### config.mk
export PLATFORM = sky130hd
export DESIGN_NAME = descriptor_table_unit
export DESIGN_NICKNAME = d
export VERILOG_FILES = /design/src/hw/dt_pkg.sv /design/src/hw/seg_desc_decode.sv /design/src/hw/descriptor_table_unit.sv
export VERILOG_INCLUDE_DIRS = /design/src /design/src/hw
export SDC_FILE = /design/constraint.sdc
export NUM_CORES = 1
export LEC_CHECK = 0
export BUFFER_PORTS_ARGS = -buffer_cell sky130_fd_sc_hd__buf_4
export CAP_MARGIN = 20
export CORE_ASPECT_RATIO = 0.6
export CORE_MARGIN = 5
export CORE_UTILIZATION = 30
export DETAILED_ROUTE_END_ITERATION = 8
export GPL_ROUTABILITY_DRIVEN = 0
export PLACE_DENSITY = 0.62
export RECOVER_POWER = 100
export SETUP_SLACK_MARGIN = 0.1
export SKIP_CTS_REPAIR_TIMING = 1
export SLEW_MARGIN = 0
export SYNTH_ARGS = -nofsm -noshare
export SYNTH_HDL_FRONTEND = slang
export SYNTH_SLANG_ARGS = --single-unit
### constraint.sdc
create_clock -name MCLK_IN -period 2.8 [get_ports MCLK_IN]
set_input_delay 0.42 -clock MCLK_IN [delete_from_list [all_inputs] [get_ports MCLK_IN]]
set_output_delay 0.42 -clock MCLK_IN [all_outputs]
set_load 0.02 [all_outputs]
### src/hw/dt_cfg.svh
// constants for the descriptor table unit: field positions, reset values, fills
// assumes descriptors arrive as two 32-bit words, lower word at offset +0
`ifndef DESC_CFG_SVH
`define DESC_CFG_SVH
`define SEL_TBL 2
`define SEL_IDX 15:3
`define ENT_ONES 3'h7
`define ENT_ZERO 3'h0
`define OFF_HI_ZERO 16'h0000
`define IDX_NULL 13'h0000
`define VEC_BITS 7:0
`define VEC_PAD 5'h00
`define VEC_HI_ZERO 21'h000000
`define TBL_BASE 47:16
`define TBL_LIM 15:0
`define SEL_HI_ZERO 32'h0000_0000
`define RES_ZERO 48'h0000_0000_0000
`define CPL_SUPER 2'h0
`define RST_BASE 32'h0000_0000
`define RST_LIM16 16'h0000
`define RST_LIM32 32'h0000_0000
`define RST_SEL 16'h0000
`define D_BASE_HI 31:24
`define D_BASE_MID 7:0
`define D_BASE_LO 31:16
`define D_LIM_HI 19:16
`define D_LIM_LO 15:0
`define D_G 23
`define D_D 22
`define D_SPARE 20
`define D_P 15
`define D_PRIV 14:13
`define D_KIND 12
`define D_TYPE 11:8
`define T_E 3
`define T_CD 2
`define T_RW 1
`define T_A 0
`define PAGE_FILL 12'hFFF
`define BYTE_FILL 12'h000
`define SYS_T16_IDLE 4'h1
`define SYS_LOCAL_T 4'h2
`define SYS_T16_BUSY 4'h3
`define SYS_T32_IDLE 4'h9
`define SYS_T32_BUSY 4'hB
`endif

### src/hw/dt_pkg.sv
// types shared by the descriptor table unit and its descriptor decoder
// assumes dt_cfg.svh supplies all numeric constants
`default_nettype none
package desc_pkg;
    typedef enum logic [2:0] {
        OP_LOAD_GLOBAL, OP_LOAD_INTR, OP_LOAD_LOCAL, OP_STORE_GLOBAL,
        OP_STORE_INTR, OP_STORE_LOCAL, OP_LOAD_SEG, OP_INTR_ENTRY
    } op_t;
    typedef enum logic [2:0] {
        F_NONE, F_PRIV, F_MODE, F_LIMIT, F_KIND, F_ABSENT, F_NO_LOCAL
    } fault_t;
    typedef enum logic [2:0] {
        SYS_NONE, SYS_TASK16_IDLE, SYS_LOCAL, SYS_TASK16_BUSY,
        SYS_TASK32_IDLE, SYS_TASK32_BUSY
    } sys_kind_t;
endpackage
`default_nettype wire

### src/hw/seg_desc_decode.sv
// combinational decoder for an 8-byte segment descriptor
// assumes hi word is the one at offset +4, lo word the one at +0
`timescale 1ns/1ps
`default_nettype none
`include "dt_cfg.svh"
module seg_desc_decode (
    input wire logic [31:0] desc_hi_in,
    input wire logic [31:0] desc_lo_in,
    output logic [31:0] base_out,
    output logic [31:0] limit_out,
    output logic app_out,
    output logic present_out,
    output logic [1:0] priv_out,
    output logic [3:0] type_out,
    output logic big_out,
    output logic exp_down_out,
    output logic conform_out,
    output logic rw_out,
    output logic accessed_out,
    output logic spare_out,
    output desc_pkg::sys_kind_t sys_kind_out
);
    import desc_pkg::*;

    logic [19:0] raw_lim;
    logic exec;

    // ==========================================
    // base, limit and flags
    assign base_out = {desc_hi_in[`D_BASE_HI], desc_hi_in[`D_BASE_MID],
                       desc_lo_in[`D_BASE_LO]};
    assign raw_lim = {desc_hi_in[`D_LIM_HI], desc_lo_in[`D_LIM_LO]};
    // page units cover the whole last page, so the low bits fill with ones
    assign limit_out = desc_hi_in[`D_G] ? {raw_lim, `PAGE_FILL}
                                        : {`BYTE_FILL, raw_lim};
    assign app_out = desc_hi_in[`D_KIND];
    assign present_out = desc_hi_in[`D_P];
    assign priv_out = desc_hi_in[`D_PRIV];
    assign type_out = desc_hi_in[`D_TYPE];
    assign spare_out = desc_hi_in[`D_SPARE];
    assign exec = type_out[`T_E];
    // size bit only means something for code and stack (data) segments
    assign big_out = app_out & desc_hi_in[`D_D];
    assign exp_down_out = app_out & ~exec & type_out[`T_CD];
    assign conform_out = app_out & exec & type_out[`T_CD];
    assign rw_out = app_out & type_out[`T_RW];
    assign accessed_out = app_out & type_out[`T_A];

    // ==========================================
    // system type decode
    always_comb begin
        sys_kind_out = SYS_NONE;
        if (!app_out) begin
            case (type_out)
                `SYS_T16_IDLE: sys_kind_out = SYS_TASK16_IDLE;
                `SYS_LOCAL_T: sys_kind_out = SYS_LOCAL;
                `SYS_T16_BUSY: sys_kind_out = SYS_TASK16_BUSY;
                `SYS_T32_IDLE: sys_kind_out = SYS_TASK32_IDLE;
                `SYS_T32_BUSY: sys_kind_out = SYS_TASK32_BUSY;
                default: sys_kind_out = SYS_NONE;
            endcase
        end
    end
endmodule
`default_nettype wire

### src/hw/descriptor_table_unit.sv
// descriptor table registers, selector lookup and descriptor fetch
// assumes one 64-bit descriptor read per request, answered by MEM_ACK_IN
`timescale 1ns/1ps
`default_nettype none
`include "dt_cfg.svh"
// Function
// global table register keeps 32-bit base and 16-bit limit
// interrupt table register keeps 32-bit base and 16-bit limit
// interrupt table has 256 entries, one per vector
// global table indexed as up to 8192 eight-byte descriptors
// table indicator 0 looks the selector up in the global table
// table indicator 1 looks the selector up in the local table
// global entry zero is the null descriptor, never fetched
// local selector load indexes a descriptor held in the global table
// local selector load fetches and caches base and limit
// local accesses use the cache until the selector is reloaded
// global and interrupt loads need privilege 0 in protected mode
// local selector load and store only in protected mode
// global and interrupt stores return full base and limit
// system descriptors only from global table, application from either
// base assembled from hi 31-24, hi 7-0, lo 31-16
// limit from hi 19-16 and lo 15-0, granularity picks units
// size bit 22 picks 16 or 32 bit for code and stack
// bit 12 marks system when 0, application when 1
// system type codes decode to task state and local kinds
// data direction bit set means expand down
// executable conforming bit set runs at caller privilege
// lowest type bit is accessed, next grants write or read
// present bit 15 and privilege bits 14-13 kept for checks
module descriptor_table_unit (
    input wire logic MCLK_IN,
    input wire logic RST_N_IN,
    input wire logic OP_VALID_IN,
    input wire desc_pkg::op_t OP_CODE_IN,
    input wire logic [47:0] OP_DATA_IN,
    input wire logic PROT_MODE_IN,
    input wire logic [1:0] CPL_IN,
    input wire logic [63:0] MEM_RDATA_IN,
    input wire logic MEM_ACK_IN,
    output logic BUSY_OUT,
    output logic DONE_OUT,
    output logic FAULT_OUT,
    output desc_pkg::fault_t FAULT_CODE_OUT,
    output logic [47:0] RESULT_OUT,
    output logic MEM_REQ_OUT,
    output logic [31:0] MEM_ADDR_OUT,
    output logic [31:0] LOCAL_BASE_OUT,
    output logic [31:0] LOCAL_LIMIT_OUT,
    output logic SEG_NULL_OUT,
    output logic [31:0] SEG_BASE_OUT,
    output logic [31:0] SEG_LIMIT_OUT,
    output logic SEG_APP_OUT,
    output logic SEG_PRESENT_OUT,
    output logic [1:0] SEG_PRIV_OUT,
    output logic [3:0] SEG_TYPE_OUT,
    output logic SEG_BIG_OUT,
    output logic SEG_EXP_DOWN_OUT,
    output logic SEG_CONFORM_OUT,
    output logic SEG_RW_OUT,
    output logic SEG_ACCESSED_OUT,
    output logic SEG_SPARE_OUT,
    output desc_pkg::sys_kind_t SEG_SYS_KIND_OUT
);
    import desc_pkg::*;

    typedef enum logic {ST_IDLE, ST_FETCH} state_t;

    state_t st_q;
    op_t op_q;
    logic tbl_local_q;
    logic [15:0] pend_sel_q;
    logic busy_q;
    logic mem_req_q;
    logic [31:0] mem_addr_q;
    logic [31:0] gl_base_q;
    logic [15:0] gl_lim_q;
    logic [31:0] iv_base_q;
    logic [15:0] iv_lim_q;
    logic [15:0] lo_sel_q;
    logic [31:0] lo_base_q;
    logic [31:0] lo_lim_q;
    logic lo_valid_q;
    logic done_q;
    logic fault_q;
    fault_t fcode_q;
    logic [47:0] result_q;
    logic seg_null_q;
    logic [31:0] seg_base_q;
    logic [31:0] seg_lim_q;
    logic seg_app_q;
    logic seg_present_q;
    logic [1:0] seg_priv_q;
    logic [3:0] seg_type_q;
    logic seg_big_q;
    logic seg_exp_q;
    logic seg_conf_q;
    logic seg_rw_q;
    logic seg_acc_q;
    logic seg_spare_q;
    sys_kind_t seg_sys_q;

    logic [15:0] sel;
    logic [12:0] idx;
    logic tbl_ind;
    logic null_sel;
    logic [7:0] vec;
    logic [31:0] ent_off;
    logic [31:0] gl_addr;
    logic [31:0] lo_addr;
    logic [31:0] iv_addr;
    logic gl_fit;
    logic lo_fit;
    logic iv_fit;
    logic take;
    logic ack;

    logic [31:0] d_base;
    logic [31:0] d_limit;
    logic d_app;
    logic d_present;
    logic [1:0] d_priv;
    logic [3:0] d_type;
    logic d_big;
    logic d_exp;
    logic d_conf;
    logic d_rw;
    logic d_acc;
    logic d_spare;
    sys_kind_t d_sys;

    fault_t iss_f;
    logic iss_fetch;
    logic [31:0] iss_addr;
    logic iss_local;
    logic [47:0] iss_res;
    fault_t chk_f;

    // ==========================================
    // selector and vector lookup
    assign take = OP_VALID_IN && (st_q == ST_IDLE);
    assign ack = (st_q == ST_FETCH) && MEM_ACK_IN;
    assign sel = OP_DATA_IN[`TBL_LIM];
    assign idx = sel[`SEL_IDX];
    assign tbl_ind = sel[`SEL_TBL];
    assign null_sel = (idx == `IDX_NULL);
    assign vec = OP_DATA_IN[`VEC_BITS];
    assign ent_off = {`OFF_HI_ZERO, idx, `ENT_ZERO};
    assign gl_addr = gl_base_q + ent_off;
    assign lo_addr = lo_base_q + ent_off;
    assign iv_addr = iv_base_q + {`VEC_HI_ZERO, vec, `ENT_ZERO};
    // the whole 8-byte entry must sit inside the limit
    assign gl_fit = {idx, `ENT_ONES} <= gl_lim_q;
    assign lo_fit = {`OFF_HI_ZERO, idx, `ENT_ONES} <= lo_lim_q;
    assign iv_fit = {`VEC_PAD, vec, `ENT_ONES} <= iv_lim_q;

    seg_desc_decode u_dec (
        .desc_hi_in(MEM_RDATA_IN[63:32]),
        .desc_lo_in(MEM_RDATA_IN[31:0]),
        .base_out(d_base),
        .limit_out(d_limit),
        .app_out(d_app),
        .present_out(d_present),
        .priv_out(d_priv),
        .type_out(d_type),
        .big_out(d_big),
        .exp_down_out(d_exp),
        .conform_out(d_conf),
        .rw_out(d_rw),
        .accessed_out(d_acc),
        .spare_out(d_spare),
        .sys_kind_out(d_sys)
    );

    // ==========================================
    // request checks at issue
    always_comb begin
        iss_f = F_NONE;
        iss_fetch = 1'b0;
        iss_addr = gl_addr;
        iss_local = 1'b0;
        case (OP_CODE_IN)
            OP_LOAD_GLOBAL, OP_LOAD_INTR: begin
                if (PROT_MODE_IN && CPL_IN != `CPL_SUPER) iss_f = F_PRIV;
            end
            OP_LOAD_LOCAL: begin
                if (!PROT_MODE_IN) begin
                    iss_f = F_MODE;
                end else if (tbl_ind) begin
                    iss_f = F_KIND;
                end else if (!null_sel) begin
                    if (!gl_fit) iss_f = F_LIMIT;
                    else iss_fetch = 1'b1;
                end
            end
            OP_STORE_LOCAL: begin
                if (!PROT_MODE_IN) iss_f = F_MODE;
            end
            OP_LOAD_SEG: begin
                if (tbl_ind) begin
                    if (!lo_valid_q) begin
                        iss_f = F_NO_LOCAL;
                    end else if (!lo_fit) begin
                        iss_f = F_LIMIT;
                    end else begin
                        iss_fetch = 1'b1;
                        iss_addr = lo_addr;
                        iss_local = 1'b1;
                    end
                end else if (!null_sel) begin
                    if (!gl_fit) iss_f = F_LIMIT;
                    else iss_fetch = 1'b1;
                end
            end
            OP_INTR_ENTRY: begin
                if (!iv_fit) iss_f = F_LIMIT;
            end
            default: iss_f = F_NONE;
        endcase
    end

    always_comb begin
        case (OP_CODE_IN)
            OP_STORE_GLOBAL: iss_res = {gl_base_q, gl_lim_q};
            OP_STORE_INTR: iss_res = {iv_base_q, iv_lim_q};
            OP_STORE_LOCAL: iss_res = {`SEL_HI_ZERO, lo_sel_q};
            OP_INTR_ENTRY: iss_res = {`OFF_HI_ZERO, iv_addr};
            default: iss_res = `RES_ZERO;
        endcase
    end

    // ==========================================
    // descriptor checks on arrival
    always_comb begin
        chk_f = F_NONE;
        if (op_q == OP_LOAD_LOCAL) begin
            if (d_app || d_sys != SYS_LOCAL) chk_f = F_KIND;
            else if (!d_present) chk_f = F_ABSENT;
        end else if (tbl_local_q && !d_app) begin
            chk_f = F_KIND;
        end
    end

    // ==========================================
    // sequencing and memory request
    always_ff @(posedge MCLK_IN or negedge RST_N_IN) begin
        if (!RST_N_IN) begin
            st_q <= ST_IDLE;
            op_q <= OP_LOAD_SEG;
            tbl_local_q <= 1'b0;
            pend_sel_q <= `RST_SEL;
            busy_q <= 1'b0;
            mem_req_q <= 1'b0;
            mem_addr_q <= `RST_BASE;
        end else if (take && iss_f == F_NONE && iss_fetch) begin
            st_q <= ST_FETCH;
            op_q <= OP_CODE_IN;
            tbl_local_q <= iss_local;
            pend_sel_q <= sel;
            busy_q <= 1'b1;
            mem_req_q <= 1'b1;
            mem_addr_q <= iss_addr;
        end else if (ack) begin
            st_q <= ST_IDLE;
            busy_q <= 1'b0;
            mem_req_q <= 1'b0;
        end
    end

    // ==========================================
    // global and interrupt table registers
    always_ff @(posedge MCLK_IN or negedge RST_N_IN) begin
        if (!RST_N_IN) begin
            gl_base_q <= `RST_BASE;
            gl_lim_q <= `RST_LIM16;
            iv_base_q <= `RST_BASE;
            iv_lim_q <= `RST_LIM16;
        end else if (take && iss_f == F_NONE) begin
            if (OP_CODE_IN == OP_LOAD_GLOBAL) begin
                gl_base_q <= OP_DATA_IN[`TBL_BASE];
                gl_lim_q <= OP_DATA_IN[`TBL_LIM];
            end
            if (OP_CODE_IN == OP_LOAD_INTR) begin
                iv_base_q <= OP_DATA_IN[`TBL_BASE];
                iv_lim_q <= OP_DATA_IN[`TBL_LIM];
            end
        end
    end

    // ==========================================
    // local table selector and hidden cache
    // the cache only changes on a reload, never on later memory writes
    always_ff @(posedge MCLK_IN or negedge RST_N_IN) begin
        if (!RST_N_IN) begin
            lo_sel_q <= `RST_SEL;
            lo_base_q <= `RST_BASE;
            lo_lim_q <= `RST_LIM32;
            lo_valid_q <= 1'b0;
        end else if (take && OP_CODE_IN == OP_LOAD_LOCAL && iss_f == F_NONE
                     && !iss_fetch) begin
            lo_sel_q <= sel;
            lo_valid_q <= 1'b0;
        end else if (ack && op_q == OP_LOAD_LOCAL && chk_f == F_NONE) begin
            lo_sel_q <= pend_sel_q;
            lo_base_q <= d_base;
            lo_lim_q <= d_limit;
            lo_valid_q <= 1'b1;
        end
    end

    // ==========================================
    // completion and result
    always_ff @(posedge MCLK_IN or negedge RST_N_IN) begin
        if (!RST_N_IN) begin
            done_q <= 1'b0;
            fault_q <= 1'b0;
            fcode_q <= F_NONE;
            result_q <= `RES_ZERO;
        end else if (take && !(iss_f == F_NONE && iss_fetch)) begin
            done_q <= 1'b1;
            fault_q <= (iss_f != F_NONE);
            fcode_q <= iss_f;
            result_q <= (iss_f == F_NONE) ? iss_res : `RES_ZERO;
        end else if (ack) begin
            done_q <= 1'b1;
            fault_q <= (chk_f != F_NONE);
            fcode_q <= chk_f;
            result_q <= `RES_ZERO;
        end else begin
            done_q <= 1'b0;
            fault_q <= 1'b0;
        end
    end

    // ==========================================
    // decoded segment descriptor
    always_ff @(posedge MCLK_IN or negedge RST_N_IN) begin
        if (!RST_N_IN) begin
            seg_null_q <= 1'b1;
            seg_base_q <= `RST_BASE;
            seg_lim_q <= `RST_LIM32;
            seg_app_q <= 1'b0;
            seg_present_q <= 1'b0;
            seg_priv_q <= `CPL_SUPER;
            seg_type_q <= `SYS_T16_IDLE;
            seg_big_q <= 1'b0;
            seg_exp_q <= 1'b0;
            seg_conf_q <= 1'b0;
            seg_rw_q <= 1'b0;
            seg_acc_q <= 1'b0;
            seg_spare_q <= 1'b0;
            seg_sys_q <= SYS_NONE;
        end else if (take && OP_CODE_IN == OP_LOAD_SEG && iss_f == F_NONE
                     && !iss_fetch) begin
            seg_null_q <= 1'b1;
            seg_present_q <= 1'b0;
        end else if (ack && op_q == OP_LOAD_SEG && chk_f == F_NONE) begin
            seg_null_q <= 1'b0;
            seg_base_q <= d_base;
            seg_lim_q <= d_limit;
            seg_app_q <= d_app;
            seg_present_q <= d_present;
            seg_priv_q <= d_priv;
            seg_type_q <= d_type;
            seg_big_q <= d_big;
            seg_exp_q <= d_exp;
            seg_conf_q <= d_conf;
            seg_rw_q <= d_rw;
            seg_acc_q <= d_acc;
            seg_spare_q <= d_spare;
            seg_sys_q <= d_sys;
        end
    end

    assign BUSY_OUT = busy_q;
    assign DONE_OUT = done_q;
    assign FAULT_OUT = fault_q;
    assign FAULT_CODE_OUT = fcode_q;
    assign RESULT_OUT = result_q;
    assign MEM_REQ_OUT = mem_req_q;
    assign MEM_ADDR_OUT = mem_addr_q;
    assign LOCAL_BASE_OUT = lo_base_q;
    assign LOCAL_LIMIT_OUT = lo_lim_q;
    assign SEG_NULL_OUT = seg_null_q;
    assign SEG_BASE_OUT = seg_base_q;
    assign SEG_LIMIT_OUT = seg_lim_q;
    assign SEG_APP_OUT = seg_app_q;
    assign SEG_PRESENT_OUT = seg_present_q;
    assign SEG_PRIV_OUT = seg_priv_q;
    assign SEG_TYPE_OUT = seg_type_q;
    assign SEG_BIG_OUT = seg_big_q;
    assign SEG_EXP_DOWN_OUT = seg_exp_q;
    assign SEG_CONFORM_OUT = seg_conf_q;
    assign SEG_RW_OUT = seg_rw_q;
    assign SEG_ACCESSED_OUT = seg_acc_q;
    assign SEG_SPARE_OUT = seg_spare_q;
    assign SEG_SYS_KIND_OUT = seg_sys_q;
endmodule
`default_nettype wire

; After elaboration in Yosys (flattened, before gate mapping)
; Cells that the tools add are included.
[word_totals]
ff_bits = 365
[op_classes]
addsub = 3
magnitude_cmp = 3
n_eq_ne = 15
mux = 52
bitwise = 11
reduce_logical = 38
[op_table]
columns = operator, count
row1 = $pmux W48 S4, 1
row2 = $mux W32, 5
row3 = $mux W48, 3
row4 = $add A32 B16 Y32, 2
row5 = $mux W3, 12
row6 = $add A32 B11 Y32, 1
row7 = $le A16 B32 Y1, 1
row8 = $mux W16, 2
row9 = $pmux W3 S5, 2
row10 = $mux W1, 22
row11 = $logic_and A1 B1 Y1, 18
row12 = $le A11 B16 Y1, 1
row13 = $le A16 B16 Y1, 1
row14 = $eq A3 B3 Y1 const B, 5
row15 = $logic_not A13 Y1, 1
row16 = $reduce_bool A2 Y1, 5
row17 = $eq A3 B2 Y1 const B, 3
row18 = $logic_not A3 Y1, 3
row19 = $eq A4 B2 Y1 const B, 2
row20 = $eq A4 B4 Y1 const B, 2
row21 = $mux W2, 4
row22 = $reduce_and A2 Y1, 4
row23 = $and A1 B1 Y1, 7
row24 = $reduce_bool A3 Y1, 2
row25 = other kinds (8), 13

; Logic depth before layout (Yosys ltp)
; Gate-level depths: netlist of run 1.
[depth]
ltp_word = 11
ltp_mapped = 13
mapped_depth_nobuf = 11

; Modules after synthesis
; A second synthesis of run 1 with hierarchy kept.
[hier_totals]
cells_unflattened = 1740
area_unflattened_um2 = 18706.7
[by_module_without_submodules]
columns = mod, instances, cells_per_inst, area_per_inst_um2, seq_area_each_um2
row1 = descriptor_table_unit, 1, 1654, 18046.1, 9138.8
row2 = seg_desc_decode, 1, 86, 660.6, 0.0

; Worst setup path after synthesis of run 1
; Ideal clock, no wire load.
[synth_path]
path_kind = input-to-reg
start = in OP_DATA_IN[5]
end = reg iv_base_q[22]
setup_ns = 0.127
arrival_ns = 2.924
slack_ns = -0.251
path_stages = 11
n_path_buf = 2
cell_sequence = ha_1 -> a211oi_2 -> o221ai_1 -> a211oi_2 -> a21oi_1 -> a311o_1 -> a21o_1 -> nor4_4 -> buf_6 -> buf_8 -> mux2_1
[synth_between]
elab_chain_len = 9
[synth_lines]
columns = item, line
row1 = start: declaration, descriptor_table_unit.sv:35  ; input wire logic [47:0] OP_DATA_IN,
row2 = $le A16 B16 Y1, descriptor_table_unit.sv:152  ; assign gl_fit = {idx, `ENT_ONES} <= gl_lim_q;
row3 = $mux W2, "descriptor_table_unit.sv:191, descriptor_table_unit.sv:210"
row4 = $mux W3, descriptor_table_unit.sv:209  ; end else if (!null_sel) begin
row5 = $mux W3, descriptor_table_unit.sv:188  ; end else if (tbl_ind) begin
row6 = $mux W3, descriptor_table_unit.sv:186  ; if (!PROT_MODE_IN) begin
row7 = $pmux W3 S5 (*), descriptor_table_unit.sv:181  ; case (OP_CODE_IN)
row8 = $logic_not A3 Y1 (*), descriptor_table_unit.sv:277  ; end else if (take && iss_f == F_NONE) begin
row9 = $logic_and A1 B1 Y1 (*), descriptor_table_unit.sv:277
row10 = $reduce_and A2 Y1 (no source line) (*), --
row11 = end signal: assignment, descriptor_table_unit.sv:275  ; iv_base_q <= `RST_BASE;
row12 = end signal: assignment, descriptor_table_unit.sv:283  ; iv_base_q <= OP_DATA_IN[`TBL_BASE];
row13 = end: declaration, descriptor_table_unit.sv:77  ; logic [31:0] iv_base_q;
; Mark *: on every way between the ends. The rest lies on a longest branch, timed or not.
; A chain may end at the register's enable or synchronous reset.

; Worst setup path in the final report of run 1
[layout_path]
start = reg gl_lim_q[4]
end = reg iv_base_q[31]
[layout_between]
elab_chain_len = 9
[layout_lines]
columns = item, line
row1 = start: declaration, descriptor_table_unit.sv:76  ; logic [15:0] gl_lim_q;
row2 = start signal: assignment, descriptor_table_unit.sv:274  ; gl_lim_q <= `RST_LIM16;
row3 = start signal: assignment, descriptor_table_unit.sv:280  ; gl_lim_q <= OP_DATA_IN[`TBL_LIM];
row4 = $le A16 B16 Y1 (*), descriptor_table_unit.sv:152
row5 = $mux W2 (*), "descriptor_table_unit.sv:191, descriptor_table_unit.sv:210"
row6 = $mux W3 (*), descriptor_table_unit.sv:209
row7 = $mux W3, descriptor_table_unit.sv:188
row8 = $mux W3, descriptor_table_unit.sv:186
row9 = $pmux W3 S5 (*), descriptor_table_unit.sv:181
row10 = $logic_not A3 Y1 (*), descriptor_table_unit.sv:277
row11 = $logic_and A1 B1 Y1 (*), descriptor_table_unit.sv:277
row12 = $reduce_and A2 Y1 (no source line) (*), --
; Marks and branches as above.

==> results.tsv, run 1 <==
stage	metric	value	unit
worst_setup_path	critical_path.max_fanout	8	
logic_synthesis	synth_cell_types	69	
timing	rsz0062_at_grt	yes	
layout	regArea	9149	µm²
logic_synthesis	syn_area	18280	µm²
logic_synthesis	synthAdderAreaFrac	0.04983	
layout	synthToLayoutAreaGrowth	37.49	%
logic_synthesis	synth_edf_count	0	
timing	period_share	1.150	
grt	grt_max_degree	110	
routing	drt-initial-drc-count	1592	
timing	setup_viol	190	
timing	finalHoldViolations	0	
power_and_ir_drop	ir_drop	436.1	µV
power_and_ir_drop	power_switching	8147	µW
floorplan	core-area	60610	µm²
floorplan	pin_count	355	
worst_setup_path	endpoint_kind	flop	
timing	slew_violations	70	
grt	grt_pass1_wl	101200	µm
worst_setup_path	path_class	flop to flop	
min_path	hold_class	primary input to flop	
grt	overflow	0	
run_status	status	finished with violations	
logic_synthesis	synth_seq_area_share	0.4999	
worst_setup_path	setup.worst_path.start_class	flop	
logic_synthesis	synth_compound_gate_area_share	0.1453	
power_and_ir_drop	powerDensity	855.8	nW/µm²
timing	relSlewSlack	-0.4581	
logic_synthesis	netlist_instances	1800	
logic_synthesis	yosysMostFrequentCell	dfrtp_1	
layout	fillers	6054	
logic_synthesis	dominantRegCellSynth	dfrtp_1	
layout	fin_area	25130	µm²
routing	wl	70470	µm
logic_synthesis	synth_top_family_by_area	compound AO/OA/AOI/OAI gates	
routing	routed_via_density	5.153	
power_and_ir_drop	power_frac_seq	0.371	
logic_synthesis	ys_warn_count	0	
clock_tree	cts.sinks	365	
place	hpwl	51000	µm
power_and_ir_drop	share_comb_of_total_power	0.377	
grt	grt_pass1_vias	16500	
flow_run	maxCapViolCount	1	
place	dpl_cell_area	23610	µm²
logic_synthesis	async_flop_share	1.000	
power_and_ir_drop	p_int	13360	µW
routing	ant_nets	0	
layout	antenna_cells	0	
clock_tree	root_buffer	clkbuf_16	
clock_tree	clkLatencyLatePin	560	ps
logic_synthesis	ys_ff_latch	365	
routing	num_vias	16485	
layout	fin_util	0.4147	
timing	setup-tns-final	-39520	ps
clock_tree	cts_buffers	38	
timing	fin_ws	-420.9	ps
timing	fmax	0.3105	GHz
floorplan	rows	70	
routing	drc	0	
logic_synthesis	synth_fp_nets	1993	
timing	min_period	3221	ps
layout	drive_above_1_share	0.2872	
power_and_ir_drop	p_leak	0.01145	µW
floorplan	dieArea	66130	µm²
power_and_ir_drop	clockPowerShare	0.251	
timing	fin_skew	19.18	ps
layout	nNetsFinal	2537	
clock_tree	cts.clk_slew.worst_paths	70	ps
place	port_buffers	353	
routing	dr.pass1.iters	5	
logic_synthesis	yosys.area.top_type_share	0.4942	
logic_synthesis	synth-simple-area-share	0.1450	
routing	wl_per_cell	22.03	µm
logic_synthesis	synthMuxAreaShare	0.09316	
timing	tightest_slew	2187	ps
grt	track_usage	0.1963	
run_status	violations	max-capacitance violations, max-slew violations, negative setup slack	
grt	antenna_found_initial	0	
clock_tree	cts_tree	yes	
logic_synthesis	synth.area.top_cells	dfrtp_1 49%, nand2_1 6.9%, mux2_2 6.1%	
logic_synthesis	syn_area_per_cell	10.16	µm²
floorplan	initial_core_util	0.3016	
clock_tree	htreeDepth	2	
worst_setup_path	worstPathRequired	3240	ps
power_and_ir_drop	p_sw_frac	0.3788	
logic_synthesis	yosys-top-cells-count	361 x dfrtp_1, 338 x nand2_1, 156 x o21ai_0	
worst_setup_path	arrival	3660	ps
floorplan	die_w	328.7	µm
logic_synthesis	synthXorXnorAreaFrac	0.03354	
logic_synthesis	yosys.area.top_type	dfrtp_1	
clock_tree	cts_buffer_depth	3	
layout	multi_input_area	9291	µm²
floorplan	die_h	201.2	µm
-- cell usage in the layout (no fill, tap or decap), drive strengths merged, types with 32 or more instances in the layout --
cell type,count
nor2,98
clkbuf,307
a21oi,45
xnor2,41
nand2,338
nand3,32
mux2,137
ha,68
buf,340
o21ai,158
dfrtp,361
inv,54
o2bb2ai,48
-- metrics by stage --
stage                     std cells  worst slack, ps  power (µW)  hold slack, ps
after floorplan                1800           -22.72       11830           124.4
final                          3199           -420.9       21510           67.63
after global routing           3199           -493.5       22710           59.41
after global placement         3095           -370.4       15850           453.7
after detailed placement       3095           -484.6       16080           462.1
after CTS                      3162           -367.6       21600          -136.7
-- layout make-up --
cell class / count / area share
Clock buffer: 53 / 0.04411
Clock inverter: 14 / 0.007268
Inverter: 53 / 0.007916
Multi-Input combinational cell: 1291 / 0.3697
Sequential cell: 365 / 0.3640
Tap cell: 828 / 0.04122
Timing Repair Buffer: 595 / 0.1658
-- power groups by stage --
| stage | clock network (µW) | logic (µW) | registers (µW) |
|---|---|---|---|
| 2_1_floorplan | 0 | 3420 | 8410 |
| 3_3_place_gp | 0 | 7870 | 7980 |
| 3_5_place_dp | 0 | 8060 | 8030 |
| 4_1_cts | 5540 | 8110 | 7950 |
| 5_1_grt | 5760 | 8810 | 8150 |
| 6_report | 5410 | 8110 | 7990 |
-- routing by layer --
metal / part of all wire / up-vias / GRT usage
met5: 0 / - / 0
met3: 0.094 / 98 / 0.06392
met4: 0.019 / 0 / 0.04237
met1: 0.43 / 8249 / 0.2617
li1: - / 7503 / -
met2: 0.45 / 635 / 0.3138
-- worst max-delay path, cell delays in order, from the launching register on --
cell and delay (ps):
dfrtp_1 390, inv_2 130, ha_4 220, nand4_1 140, o221ai_2 130, a211oi_2 280
a21oi_2 120, a311o_1 410, a21o_1 210, nor4_4 260, buf_6 250, buf_6 190
mux2_2 350
-- registers in the layout, summed over array words and instances, names as in the netlist, 2 cells and up --
register / flops
SEG_LIMIT_OUT: 32
iv_base_q: 32
pend_sel_q: 16
SEG_BASE_OUT: 32
gl_base_q: 32
FAULT_CODE_OUT: 3
MEM_ADDR_OUT: 32
iv_lim_q: 16
SEG_PRIV_OUT: 2
LOCAL_BASE_OUT: 32
lo_sel_q: 16
gl_lim_q: 16
SEG_SYS_KIND_OUT: 3
LOCAL_LIMIT_OUT: 32
RESULT_OUT: 48
SEG_TYPE_OUT: 4
op_q: 3
-- final timing paths --
check | to | cells after the start | slack [ps] | start
min in group asynchronous | LOCAL_LIMIT_OUT[12]$_DFFE_PN0P_ | 2 | 1060 | RST_N_IN
worst min-delay path | LOCAL_BASE_OUT[1]$_DFFE_PN0P_ | 3 | 70 | MEM_RDATA_IN[17]
worst max register to register | iv_base_q[31]$_DFFE_PN0P_ | 12 | -420 | gl_lim_q[4]$_DFFE_PN0P_
worst min register to register | pend_sel_q[12]$_DFFE_PN0P_ | 2 | 470 | pend_sel_q[12]$_DFFE_PN0P_
worst max-delay path | iv_base_q[31]$_DFFE_PN0P_ | 12 | -420 | gl_lim_q[4]$_DFFE_PN0P_
max in group asynchronous | gl_base_q[7]$_DFFE_PN0P_ | 3 | 110 | RST_N_IN
-- kinds of logic after synthesis --
family | Yosys count
AND/OR/NAND/NOR | 599
AO/OA/AOI/OAI | 398
adder cells (fa/ha/maj) | 71
flip-flops | 365
multiplexers | 153
XOR/XNOR | 70
buffers and inverters | 144
Power figures use the tool's default switching activity.
==> run 2: changes to the inputs <==
==> constraint.sdc (replaced) <==
create_clock -name MCLK_IN -period 2.8 [get_ports MCLK_IN]
set_input_delay 0.42 -clock MCLK_IN [delete_from_list [all_inputs] [get_ports MCLK_IN]]
set_output_delay 0.42 -clock MCLK_IN [all_outputs]
set_load 0.1 [all_outputs]
==> results.tsv, run 2 (synthesis results as in run 1) <==
stage	metric	value	unit
floorplan	die_w	328.7	µm
timing	fin_skew	27.59	ps
clock_tree	clkLatencyLatePin	570	ps
power_and_ir_drop	p_int	13570	µW
power_and_ir_drop	share_comb_of_total_power	0.485	
timing	setup_viol	185	
worst_setup_path	worstRegToRegCells	13	
floorplan	pin_count	355	
routing	drt-initial-drc-count	1735	
layout	drive_above_1_share	0.3311	
grt	grt_max_degree	94	
timing	fin_ws	-497.7	ps
place	dpl_cell_area	23580	µm²
clock_tree	htreeDepth	2	
worst_setup_path	endpoint_kind	flop	
power_and_ir_drop	power_frac_seq	0.310	
routing	ant_nets	0	
min_path	hold_class	primary input to flop	
routing	num_vias	16700	
clock_tree	cts_buffer_depth	3	
flow_run	maxCapViolCount	1	
worst_setup_path	timing.rr.start	gl_lim_q[5]$_DFFE_PN0P_	
routing	wl_per_cell	22.89	µm
floorplan	rows	70	
floorplan	core-area	60610	µm²
grt	overflow	0	
routing	dr.pass1.iters	7	
layout	synthToLayoutAreaGrowth	44.24	%
clock_tree	cts.clk_slew.worst_paths	70	ps
timing	min_period	3298	ps
clock_tree	cts_tree	yes	
layout	regArea	9233	µm²
floorplan	dieArea	66130	µm²
clock_tree	cts.sinks	365	
power_and_ir_drop	p_leak	0.01175	µW
layout	fillers	5921	
timing	slew_violations	61	
routing	routed_via_density	5.196	
worst_setup_path	setup.worst_path.start_class	flop	
floorplan	die_h	201.2	µm
place	port_buffers	353	
layout	final_cell_mix	330 x nand2_1, 320 x dfrtp_1, 298 x buf_4	
power_and_ir_drop	power_switching	12650	µW
worst_setup_path	critical_path.max_fanout	5	
layout	nNetsFinal	2549	
clock_tree	root_buffer	clkbuf_16	
power_and_ir_drop	p_sw_frac	0.4824	
worst_setup_path	worstPathRequired	3250	ps
layout	multi_input_area	10270	µm²
power_and_ir_drop	powerDensity	994.1	nW/µm²
timing	fmax	0.3032	GHz
run_status	status	finished with violations	
layout	largest_register_ffs	48	
routing	drc	0	
worst_setup_path	arrival	3750	ps
timing	period_share	1.178	
worst_setup_path	path_class	flop to flop	
timing	finalHoldViolations	0	
grt	track_usage	0.1949	
clock_tree	cts_buffers	39	
worst_setup_path	worstSetupStartpoint	gl_lim_q[5]$_DFFE_PN0P_	
run_status	violations	max-capacitance violations, max-slew violations, negative setup slack	
grt	grt_pass1_vias	16454	
timing	relSlewSlack	-0.1960	
min_path	hold_path.startpoint	MEM_RDATA_IN[19]	
timing	tightest_slew	1794	ps
layout	layout_commonest_cell	nand2_1	
layout	fin_util	0.4351	
grt	grt_pass1_wl	100900	µm
layout	fin_area	26370	µm²
routing	wl	73560	µm
floorplan	initial_core_util	0.3016	
layout	antenna_cells	0	
power_and_ir_drop	clockPowerShare	0.206	
place	hpwl	50970	µm
timing	rsz0062_at_grt	yes	
min_path	hold_depth	3	
power_and_ir_drop	ir_drop	1310	µV
grt	antenna_found_initial	0	
run 2: worst paths after layout:
| kind | end | slack, ps |
|---|---|---|
| setup / recovery | gl_base_q[2]$_DFFE_PN0P_ | -500 |
| hold / removal | LOCAL_BASE_OUT[3]$_DFFE_PN0P_ | 70 |
| setup reg to reg | gl_base_q[2]$_DFFE_PN0P_ | -500 |
| hold reg to reg | pend_sel_q[0]$_DFFE_PN0P_ | 480 |
| max in group asynchronous | LOCAL_BASE_OUT[3]$_DFFE_PN0P_ | 310 |
| min in group asynchronous | iv_lim_q[8]$_DFFE_PN0P_ | 890 |
run 2: layer usage:
layer  track usage  vias to the layer above  part of all wire
met5             0                        -                 0
met4       0.03136                        0             0.014
met3       0.04708                       91             0.088
met2        0.3143                      684              0.45
met1        0.2721                     8394              0.45
li1              -                     7531                 -
run 2: final cells by class:
| type | instances | area share |
|---|---|---|
| well taps | 828 | 0.03929 |
| repair buffers | 606 | 0.1644 |
| multi-input cells | 1291 | 0.3896 |
| clock buffers | 56 | 0.04252 |
| flip-flops and latches | 365 | 0.3501 |
| inverters | 53 | 0.007545 |
| clock inverters | 15 | 0.006548 |
run 2: power by group through the flow:
stage          logic (µW)  registers [µW]  clock network [µW]
2_1_floorplan        3370           12600                   0
3_3_place_gp        11900            8080                   0
3_5_place_dp        12100            8120                   0
4_1_cts             12100            8040                5530
5_1_grt             13400            8270                5730
6_report            12700            8110                5390
run 2: critical path, stage by stage (launching register included):
cell	delay [ps]
dfrtp_1	410
inv_2	80
ha_4	200
a211oi_4	200
o221ai_2	140
a211oi_2	290
a21oi_2	120
a32o_2	300
nor4b_4	350
and4_4	330
buf_12	160
buf_12	120
clkbuf_16	160
mux2_4	300
run 2: through the flow:
stage	total power [µW]	setup TNS, ps	cells	hold WS (ps)	worst slack (ps)
5_1_grt	27370	-64560	3214	58.82	-539.2
3_5_place_dp	20210	-78130	3084	434.5	-622.0
6_report	26210	-46560	3214	70.31	-497.7
3_3_place_gp	19970	-61660	3084	421.0	-490.0
4_1_cts	25700	-50070	3155	-170.4	-507.1
2_1_floorplan	15940	-12650	1800	124.4	-218.7
